==> config.mk <==
export PLATFORM = sky130hd
export DESIGN_NAME = pda_rep_flat
export DESIGN_NICKNAME = d
export VERILOG_FILES = /design/src/pda_pkg.sv /design/src/pda_if.sv /design/src/pda_rep.sv /design/src/flat_wrapper.sv
export VERILOG_INCLUDE_DIRS = /design/src
export SDC_FILE = /design/constraint.sdc
export NUM_CORES = 1
export LEC_CHECK = 0
export ABC_AREA = 1
export BUFFER_PORTS_ARGS = -buffer_cell sky130_fd_sc_hd__buf_2
export CAP_MARGIN = 15
export CORE_MARGIN = 10
export CORE_UTILIZATION = 40
export CTS_CLUSTER_SIZE = 8
export DETAILED_ROUTE_END_ITERATION = 6
export GPL_TIMING_DRIVEN = 0
export PLACE_DENSITY_LB_ADDON = 0.12
export SYNTH_ARGS = -nofsm -noshare
export SYNTH_HDL_FRONTEND = slang
export SYNTH_HIERARCHICAL = 1
export SYNTH_SLANG_ARGS = --single-unit
==> constraint.sdc <==
create_clock -name clk -period 4.5 [get_ports clk]
set_input_delay 0.45 -clock clk [delete_from_list [all_inputs] [get_ports clk]]
set_output_delay 0.45 -clock clk [all_outputs]
set_load 0.03 [all_outputs]
==> src/pda_map.svh <==
`ifndef PDA_MAP_SVH
`define PDA_MAP_SVH

// Space select levels {sc5, sc4}
`define PDA_SPACE_MEM     2'h3
`define PDA_SPACE_IO      2'h2
`define PDA_SPACE_MSG     2'h1
`define PDA_SPACE_ICN     2'h0

// Width select levels {sc3, sc2}
`define PDA_WSEL_8        2'h3
`define PDA_WSEL_16       2'h2
`define PDA_WSEL_24       2'h1
`define PDA_WSEL_32       2'h0

// Lane masks, bit n is lane n
`define PDA_LANES_B0      4'h1
`define PDA_LANES_B1      4'h2
`define PDA_LANES_W0      4'h3
`define PDA_LANES_W1      4'h6
`define PDA_LANES_T0      4'h7
`define PDA_LANES_ALL     4'hf
`define PDA_LANES_NONE    4'h0

// Defaults
`define PDA_AGENT_WIDTH   32
`define PDA_FIFO_DEPTH    16
`define PDA_MSG_WORDS     2

`endif

==> src/pda_pkg.sv <==
package pda_pkg;
`include "pda_map.svh"

  // Decoded pattern of one request phase
  typedef struct packed {
    logic       legal;
    logic       seq_ok;
    logic       need32;
    logic [3:0] lanes;
  } pda_pat_type;

  typedef enum logic [1:0] {
    PDA_ERR_NONE,
    PDA_ERR_TNU,
    PDA_ERR_WIDTH
  } pda_err_type;

  // Permitted patterns per space; everything else is illegal
  function automatic pda_pat_type pda_decode(input logic [1:0] space,
                                             input logic [1:0] wsel,
                                             input logic [1:0] alvl);
    pda_pat_type p;
    p = '{legal: 1'b0, seq_ok: 1'b0, need32: 1'b0, lanes: `PDA_LANES_NONE};
    if (space == `PDA_SPACE_MEM || space == `PDA_SPACE_IO) begin
      unique case (wsel)
        `PDA_WSEL_8: begin
          p = '{1'b1, 1'b1, 1'b0, alvl[0] ? `PDA_LANES_B0 : `PDA_LANES_B1};
        end
        `PDA_WSEL_16: begin
          if (alvl[0])
            p = '{1'b1, 1'b1, 1'b0, `PDA_LANES_W0};
          else if (alvl[1])
            p = '{1'b1, 1'b0, 1'b1, `PDA_LANES_W1};
        end
        `PDA_WSEL_24: begin
          // Both 24-bit patterns share one code; lanes 0-2 taken
          if (alvl == 2'h2)
            p = '{1'b1, 1'b0, 1'b1, `PDA_LANES_T0};
        end
        `PDA_WSEL_32: begin
          if (alvl == 2'h3)
            p = '{1'b1, 1'b1, 1'b1, `PDA_LANES_ALL};
        end
      endcase
    end else if (space == `PDA_SPACE_MSG) begin
      if (wsel == `PDA_WSEL_32)
        p = '{1'b1, 1'b1, 1'b1, `PDA_LANES_ALL};
    end else begin
      if (wsel == `PDA_WSEL_8 && alvl == 2'h3)
        p = '{1'b1, 1'b0, 1'b0, `PDA_LANES_B0};
    end
    return p;
  endfunction

  // Expand a lane mask to a 32-bit byte mask
  function automatic logic [31:0] pda_byte_mask(input logic [3:0] lanes);
    return {{8{lanes[3]}}, {8{lanes[2]}}, {8{lanes[1]}}, {8{lanes[0]}}};
  endfunction

endpackage

==> src/pda_if.sv <==
`timescale 1ns/1ns
// Request phase and reply handshakes between two agents
interface pda_if;
  logic        req;       // Request phase strobe
  logic [1:0]  space;     // Space select levels
  logic [1:0]  wsel;      // Width select levels
  logic [1:0]  alvl;      // Address bit 1,0 levels
  logic        seq;       // Sequential transfer
  logic [31:0] addr;      // Request address
  logic        dvalid;    // Data beat valid
  logic [31:0] ad;        // Data lanes
  logic        eoc;       // End of cycle on this beat
  logic        ack;       // Reply handshake
  logic        err_tnu;   // Transfer not understood
  logic        err_width; // Width error

  modport requester (output req, space, wsel, alvl, seq, addr, dvalid, ad, eoc,
                     input ack, err_tnu, err_width);
  modport replier   (input req, space, wsel, alvl, seq, addr, dvalid, ad, eoc,
                     output ack, err_tnu, err_width);
endinterface

==> src/pda_rep.sv <==
`timescale 1ns/1ns
`include "pda_map.svh"
// Word FIFO between the replier and its user
module pda_fifo #(
  parameter int WIDTH = 36,
  parameter int DEPTH = `PDA_FIFO_DEPTH
) (
  input  wire logic             clk,
  input  wire logic             rst_n,
  input  wire logic             in_valid,
  output logic                  in_ready,
  input  wire logic [WIDTH-1:0] in_data,
  output logic                  out_valid,
  input  wire logic             out_ready,
  output logic [WIDTH-1:0]      out_data
);
  localparam int AW = $clog2(DEPTH);

  logic [WIDTH-1:0] mem [DEPTH];
  logic [AW-1:0]    wr_r;
  logic [AW-1:0]    rd_r;
  logic [AW:0]      cnt_r;
  logic             push;
  logic             pop;

  // Pointers wrap freely, so only a power-of-two depth works
  if (DEPTH < 2 || (1 << AW) != DEPTH) begin
    $error("pda_fifo: DEPTH must be a power of two of at least 2");
  end

  assign in_ready  = cnt_r != (AW+1)'(DEPTH);
  assign out_valid = cnt_r != '0;
  assign push      = in_valid && in_ready;
  assign pop       = out_valid && out_ready;
  assign out_data  = mem[rd_r];

  // Storage written without reset; pointers guard its contents
  always_ff @(posedge clk) begin
    if (push)
      mem[wr_r] <= in_data;
  end

  // Pointers and fill level
  always_ff @(posedge clk or negedge rst_n) begin
    if (!rst_n) begin
      wr_r  <= '0;
      rd_r  <= '0;
      cnt_r <= '0;
    end else begin
      if (push)
        wr_r <= wr_r + 1'b1;
      if (pop)
        rd_r <= rd_r + 1'b1;
      cnt_r <= cnt_r + (AW+1)'(push) - (AW+1)'(pop);
    end
  end
endmodule

module pda_rep
  import pda_pkg::*;
#(
  parameter int AGENT_WIDTH = `PDA_AGENT_WIDTH,
  parameter int MSG_WORDS   = `PDA_MSG_WORDS,
  parameter int FIFO_DEPTH  = `PDA_FIFO_DEPTH
) (
  input  wire logic        clk,
  input  wire logic        rst_n,
  pda_if.replier           bus,
  input  wire logic        chk_en,
  output logic             out_valid,
  input  wire logic        out_ready,
  output logic [31:0]      out_data,
  output logic [3:0]       out_lanes,
  output logic             out_last,
  output logic [1:0]       out_space,
  output logic             err_pulse,
  output logic [1:0]       err_code
);
  import pda_pkg::*;

  typedef enum logic {REP_IDLE, REP_BEAT} pda_rep_state_type;

  localparam int CW = $clog2(MSG_WORDS + 1) + 1;

  pda_rep_state_type state_r;
  pda_pat_type       pat;
  logic              tnu_nxt;
  logic              wid_nxt;
  logic              tnu_r;
  logic              wid_r;
  logic [3:0]        lanes_r;
  logic [1:0]        space_r;
  logic [CW-1:0]     words_r;
  logic              over;
  logic              take;
  logic              fin_ready;
  logic [38:0]       fin_data;
  logic [38:0]       fout_data;

  // 24-bit agents are not supported at all
  if (AGENT_WIDTH != 8 && AGENT_WIDTH != 16 && AGENT_WIDTH != 32) begin
    $error("pda_rep: AGENT_WIDTH must be 8, 16 or 32");
  end
  if (MSG_WORDS < 1) begin
    $error("pda_rep: MSG_WORDS must be at least 1");
  end

  // Request phase decode, combinational, latched below
  always_comb begin
    pat     = pda_decode(bus.space, bus.wsel, bus.alvl);
    tnu_nxt = !pat.legal;
    if (bus.seq && !pat.seq_ok)
      tnu_nxt = 1'b1;
    wid_nxt = 1'b0;
    // Width errors only exist in memory and I/O space
    if (chk_en && (bus.space == `PDA_SPACE_MEM || bus.space == `PDA_SPACE_IO)) begin
      if (AGENT_WIDTH == 8)
        wid_nxt = pat.lanes != `PDA_LANES_B0 && pat.lanes != `PDA_LANES_B1;
      else if (AGENT_WIDTH == 16)
        wid_nxt = pat.lanes[2];
      if (AGENT_WIDTH != 32 && pat.need32)
        wid_nxt = 1'b1;
    end
  end

  // Decoded checks held for the whole transfer
  always_ff @(posedge clk or negedge rst_n) begin
    if (!rst_n) begin
      tnu_r   <= 1'b0;
      wid_r   <= 1'b0;
      lanes_r <= `PDA_LANES_NONE;
      space_r <= `PDA_SPACE_MEM;
    end else if (bus.req && state_r == REP_IDLE) begin
      tnu_r   <= tnu_nxt;
      wid_r   <= wid_nxt;
      lanes_r <= pat.lanes;
      space_r <= bus.space;
    end
  end

  // Message longer than agreed is not understood
  assign over = space_r == `PDA_SPACE_MSG && words_r >= CW'(MSG_WORDS);

  // A beat is answered once data has room, or at once when in error
  assign take = state_r == REP_BEAT && bus.dvalid && !bus.ack &&
                (tnu_r || wid_r || over || fin_ready);

  // Transfer state and message word count
  always_ff @(posedge clk or negedge rst_n) begin
    if (!rst_n) begin
      state_r <= REP_IDLE;
      words_r <= '0;
    end else begin
      if (state_r == REP_IDLE && bus.req) begin
        state_r <= REP_BEAT;
        words_r <= '0;
      end else if (take) begin
        words_r <= words_r + 1'b1;
        if (bus.eoc || tnu_r || wid_r || over)
          state_r <= REP_IDLE;
      end
    end
  end

  // Handshake and agent error lines, one cycle per beat
  always_ff @(posedge clk or negedge rst_n) begin
    if (!rst_n) begin
      bus.ack       <= 1'b0;
      bus.err_tnu   <= 1'b0;
      bus.err_width <= 1'b0;
    end else begin
      bus.ack       <= take;
      // Not understood outranks a width error
      bus.err_tnu   <= take && (tnu_r || over);
      bus.err_width <= take && !tnu_r && !over && wid_r;
    end
  end

  // Error report to the local user
  always_ff @(posedge clk or negedge rst_n) begin
    if (!rst_n) begin
      err_pulse <= 1'b0;
      err_code  <= PDA_ERR_NONE;
    end else begin
      err_pulse <= take && (tnu_r || wid_r || over);
      if (take)
        err_code <= (tnu_r || over) ? PDA_ERR_TNU : (wid_r ? PDA_ERR_WIDTH : PDA_ERR_NONE);
    end
  end

  // Lanes outside the pattern are dropped; space travels with its word
  assign fin_data = {space_r, bus.eoc, lanes_r, bus.ad & pda_byte_mask(lanes_r)};

  pda_fifo #(
    .WIDTH (39),
    .DEPTH (FIFO_DEPTH)
  ) u_fifo (
    .clk       (clk),
    .rst_n     (rst_n),
    .in_valid  (take && !tnu_r && !wid_r && !over),
    .in_ready  (fin_ready),
    .in_data   (fin_data),
    .out_valid (out_valid),
    .out_ready (out_ready),
    .out_data  (fout_data)
  );

  assign out_last  = fout_data[36];
  assign out_lanes = fout_data[35:32];
  assign out_data  = fout_data[31:0];
  // Space stays with the word, so it stands until popped
  assign out_space = fout_data[38:37];

endmodule

==> src/flat_wrapper.sv <==
// flat-port wrapper written by rule: the top's interface ports become plain ports
module pda_rep_flat import pda_pkg::*;
#(
  parameter int AGENT_WIDTH = `PDA_AGENT_WIDTH,
  parameter int MSG_WORDS   = `PDA_MSG_WORDS,
  parameter int FIFO_DEPTH  = `PDA_FIFO_DEPTH
)
  (clk, rst_n, chk_en, out_valid, out_ready, out_data, out_lanes, out_last, out_space, err_pulse, err_code, bus_req, bus_space, bus_wsel, bus_alvl, bus_seq, bus_addr, bus_dvalid, bus_ad, bus_eoc, bus_ack, bus_err_tnu, bus_err_width);
  pda_if bus_i ();
  input  wire logic clk;
  input  wire logic rst_n;
  input  wire logic chk_en;
  output logic out_valid;
  input  wire logic out_ready;
  output logic [31:0] out_data;
  output logic [3:0] out_lanes;
  output logic out_last;
  output logic [1:0] out_space;
  output logic err_pulse;
  output logic [1:0] err_code;
  input wire logic [$bits(bus_i.req)-1:0] bus_req;
  input wire logic [$bits(bus_i.space)-1:0] bus_space;
  input wire logic [$bits(bus_i.wsel)-1:0] bus_wsel;
  input wire logic [$bits(bus_i.alvl)-1:0] bus_alvl;
  input wire logic [$bits(bus_i.seq)-1:0] bus_seq;
  input wire logic [$bits(bus_i.addr)-1:0] bus_addr;
  input wire logic [$bits(bus_i.dvalid)-1:0] bus_dvalid;
  input wire logic [$bits(bus_i.ad)-1:0] bus_ad;
  input wire logic [$bits(bus_i.eoc)-1:0] bus_eoc;
  output wire logic [$bits(bus_i.ack)-1:0] bus_ack;
  output wire logic [$bits(bus_i.err_tnu)-1:0] bus_err_tnu;
  output wire logic [$bits(bus_i.err_width)-1:0] bus_err_width;
  assign bus_i.req = bus_req;
  assign bus_i.space = bus_space;
  assign bus_i.wsel = bus_wsel;
  assign bus_i.alvl = bus_alvl;
  assign bus_i.seq = bus_seq;
  assign bus_i.addr = bus_addr;
  assign bus_i.dvalid = bus_dvalid;
  assign bus_i.ad = bus_ad;
  assign bus_i.eoc = bus_eoc;
  assign bus_ack = bus_i.ack;
  assign bus_err_tnu = bus_i.err_tnu;
  assign bus_err_width = bus_i.err_width;
  pda_rep #(.AGENT_WIDTH(AGENT_WIDTH), .MSG_WORDS(MSG_WORDS), .FIFO_DEPTH(FIFO_DEPTH)) u_core (.clk(clk), .rst_n(rst_n), .bus(bus_i), .chk_en(chk_en), .out_valid(out_valid), .out_ready(out_ready), .out_data(out_data), .out_lanes(out_lanes), .out_last(out_last), .out_space(out_space), .err_pulse(err_pulse), .err_code(err_code));
endmodule
==> impl_metrics.env <==
export IMPL_period_needed_ns=3.37
export IMPL_rsz0062_at_grt="false"
export IMPL_finalSetupTns_ns=0
export IMPL_combPwrFrac_pct=36.9
export IMPL_cp_start_kind="flop"
export IMPL_wl_per_cell_um=20.0
export IMPL_syn_instance_count=2713
export IMPL_drive_gt1_share_pct=11.0
export IMPL_finalHoldViolCount=0
export IMPL_path_clk_slew_ns=0.05
export IMPL_cellPowerDensity_nw_per_um2=668
export IMPL_worst_slew_pin_slew_ns=1.24
export IMPL_rrSetupSlack_ns=1.24
export IMPL_fin_skew_ns=0.0249
export IMPL_crit_chain="inv_2 -> buf_2 -> buf_1 -> nand3_1 -> nand2_1 -> nand2_1 -> buf_2"
export IMPL_ios=124
export IMPL_ys_warnings_count=6
export IMPL_setup_violations=0
export IMPL_cpPeakStageDelay_ns=0.64
export IMPL_cts_max_level=3
export IMPL_slowest_stage="buf_1"
export IMPL_start_util_pct=40.5
export IMPL_stdcell_area_um2=32500
export IMPL_run_status="completed"
export IMPL_grt_pass1_wl_um=115000
export IMPL_antenna_found_initial=2
export IMPL_dpl_cell_area_um2=30000
export IMPL_post_cts_buffers=0
export IMPL_antennaDiodeCount=0
export IMPL_grt_usage_pct=18.9
export IMPL_insertion_delay_ns=0.63
export IMPL_max_slew_margin_rel_pct=17.6
export IMPL_cts_root_buf="clkbuf_16"
export IMPL_fin_crit_sh_pct=74.9
export IMPL_antenna_left=0
export IMPL_crit_type="reg2out"
export IMPL_grt_pass1_vias=18200
export IMPL_cts_sinks=651
export IMPL_drt_iter0_markers=1500
export IMPL_nets=3008
export IMPL_die_height_um=284
export IMPL_synth_edf_count=624
export IMPL_worstPathRequired_ns=4.05
export IMPL_cp_max_fo=10
export IMPL_peakVddDrop_mv=0.405
export IMPL_die_x_um=284
export IMPL_arrival_ns=2.92
export IMPL_rows=96
export IMPL_seq_area_um2=19400
export IMPL_avgSynthCellArea_um2=10.3
export IMPL_syn2layout_area_growth_pct=16.8
export IMPL_p_switching_mw=8.67
export IMPL_cts_tree="built"
export IMPL_maxCapViolCount=0
export IMPL_synth_cell_area_um2=27900
export IMPL_power_frac_clock_pct=28.1
export IMPL_drt_vias_per_instance=4.82
export IMPL_multiInputGateArea_um2=6790
export IMPL_ys_seq_area_share_pct=69.7
export IMPL_leakage_nw=13.8
export IMPL_dp_hpwl_um=50500
export IMPL_cellInternalPower_mw=13.0
export IMPL_ys_types=27
export IMPL_grt_max_degree=28
export IMPL_hold_path_class="in2reg"
export IMPL_ys_ff_latch=651
export IMPL_vias=18700
export IMPL_gr_total_overflow=0
export IMPL_switching_share_pct=39.9
export IMPL_async_flop_share_pct=4.15
export IMPL_place_congestion=0.794
export IMPL_fmax_mhz=297
export IMPL_ys_flop_type="edfxtp_1"
export IMPL_drv_slew=0
export IMPL_first_pass_iters=6
export IMPL_pwr_share_seq_pct=35.0
export IMPL_port_buffers=88
export IMPL_cts_buffers_inserted=92
export IMPL_clockBufferDepth=3
export IMPL_crit_path_end_kind="output pin"
export IMPL_die_area_um2=80600
export IMPL_wirelength_um=77300
export IMPL_post_route_util_pct=47.3
export IMPL_coreArea_um2=68800
export IMPL_drcViolationCount=0
export IMPL_fillers=6219
-- flip-flops by register name, indices dropped and copies added (netlist names), 2 cells and up --
| register | count |
|---|---|
| u_core/u_fifo/rd_r | 4 |
| u_core/words_r | 3 |
| u_core/u_fifo/wr_r | 4 |
| u_core/space_r | 2 |
| u_core/u_fifo/cnt_r | 5 |
| u_core/lanes_r | 4 |
| u_core/u_fifo/mem | 624 |
-- repair_timing --
action                    CTS  global route
hold endpoints to repair   25             0
gates resized for setup     0             0
hold buffers                1             0
-- power groups by stage --
stage	clock network (mW)	logic [mW]	registers [mW]
floorplan	0	4.97	7.63
global placement	0	7.95	7.70
detailed placement	0	8.12	7.70
CTS	6.26	8.15	7.59
global route	6.50	8.83	7.63
finish	6.11	8.01	7.59
-- placed cells by master, fill, tap and decap left out, drive strengths merged, types with 4 or more instances in the layout --
master	n
ha	13
xor2	7
nor2	267
nand2	1069
o21ai	7
nand4	6
nand3	247
dfrtp	25
clkbuf	138
a21oi	4
buf	210
edfxtp	624
inv	310
-- worst max-delay path, delay by kind of cell, from the launching register on --
family                 cells  cell delay [ns]
buffers and inverters      4             1.36
DFF                        1             0.45
and+or+nand+nor            3             0.46
-- path summary, 6_finish.rpt --
check | startpoint | end | cells after the start
min in group asynchronous | rst_n | u_core/words_r[1]$_DFFE_PN0P_ | 2
setup / recovery | u_core/u_fifo/rd_r[2]$_DFFE_PN0P_ | out_data[20] | 7
hold reg to reg | u_core/err_code[0]$_DFFE_PN0P_ | u_core/err_code[0]$_DFFE_PN0P_ | 2
max in group asynchronous | rst_n | u_core/state_r$_DFFE_PN0P_ | 2
hold / removal | bus_space[0] | u_core/space_r[0]$_DFFE_PN1P_ | 3
setup reg to reg | u_core/space_r[1]$_DFFE_PN1P_ | u_core/u_fifo/mem[2][23]$_DFFE_PP_ | 9
-- logic make-up after synthesis --
| family | Yosys count | share of synthesized area, % |
|---|---|---|
| buffers and inverters | 433 | 6.35 |
| flip-flops | 651 | 69.7 |
| AO/OA/AOI/OAI | 13 | 0.256 |
| AND/OR/NAND/NOR | 1591 | 22.7 |
| other | 1 | 0.0135 |
| XOR/XNOR | 10 | 0.315 |
| adder cells (fa/ha/maj) | 14 | 0.656 |
-- layer usage --
metal / up-vias / routed length, µm / track usage, %
met5: - / 7 / 0
met4: 2 / 1560 / 5.47
met3: 101 / 4620 / 3.19
met2: 534 / 36400 / 31.0
met1: 8945 / 34700 / 25.6
li1: 9103 / - / -
-- final cells by class --
class                   instances  area share (%)
clock inverters                 8           0.208
repair buffers                108            2.74
well taps                     931            3.58
multi-input cells            1630            20.9
flip-flops and latches        651            59.7
inverters                     306            3.53
plain buffers                 127            1.91
clock buffers                 114            7.46
-- synthesized netlist by cell type, types with 2 or more instances --
library cell	n	area [µm²]
a21oi_1	3	15.0
nand2_1	1067	4010
inv_2	4	15.0
dfrtp_1	25	626
buf_4	13	97.6
inv_1	302	1130
xnor2_1	3	26.3
xor2_1	7	61.3
o21ai_0	7	35.0
nor2_1	266	998
buf_1	14	52.6
edfxtp_1	624	18700
clkbuf_1	24	90.1
nand4_1	6	37.5
nand2_2	2	12.5
nand3_1	247	1240
dfstp_2	2	52.6
buf_2	76	380
ha_1	13	163
-- stage by stage --
| step | power [mW] | setup WS, ns | std cells | hold WS (ns) |
|---|---|---|---|---|
| after floorplan | 12.6 | 1.02 | 2714 | 0.154 |
| after global routing | 23.0 | 0.930 | 3875 | 0.0758 |
| after detailed placement | 15.8 | 1.24 | 3752 | 0.476 |
| after CTS | 22.0 | 1.11 | 3875 | 0.0363 |
| after global placement | 15.7 | -1.42 | 3733 | 0.460 |
| final | 21.7 | 1.13 | 3875 | 0.0715 |
(Power assumes the default switching activity.)
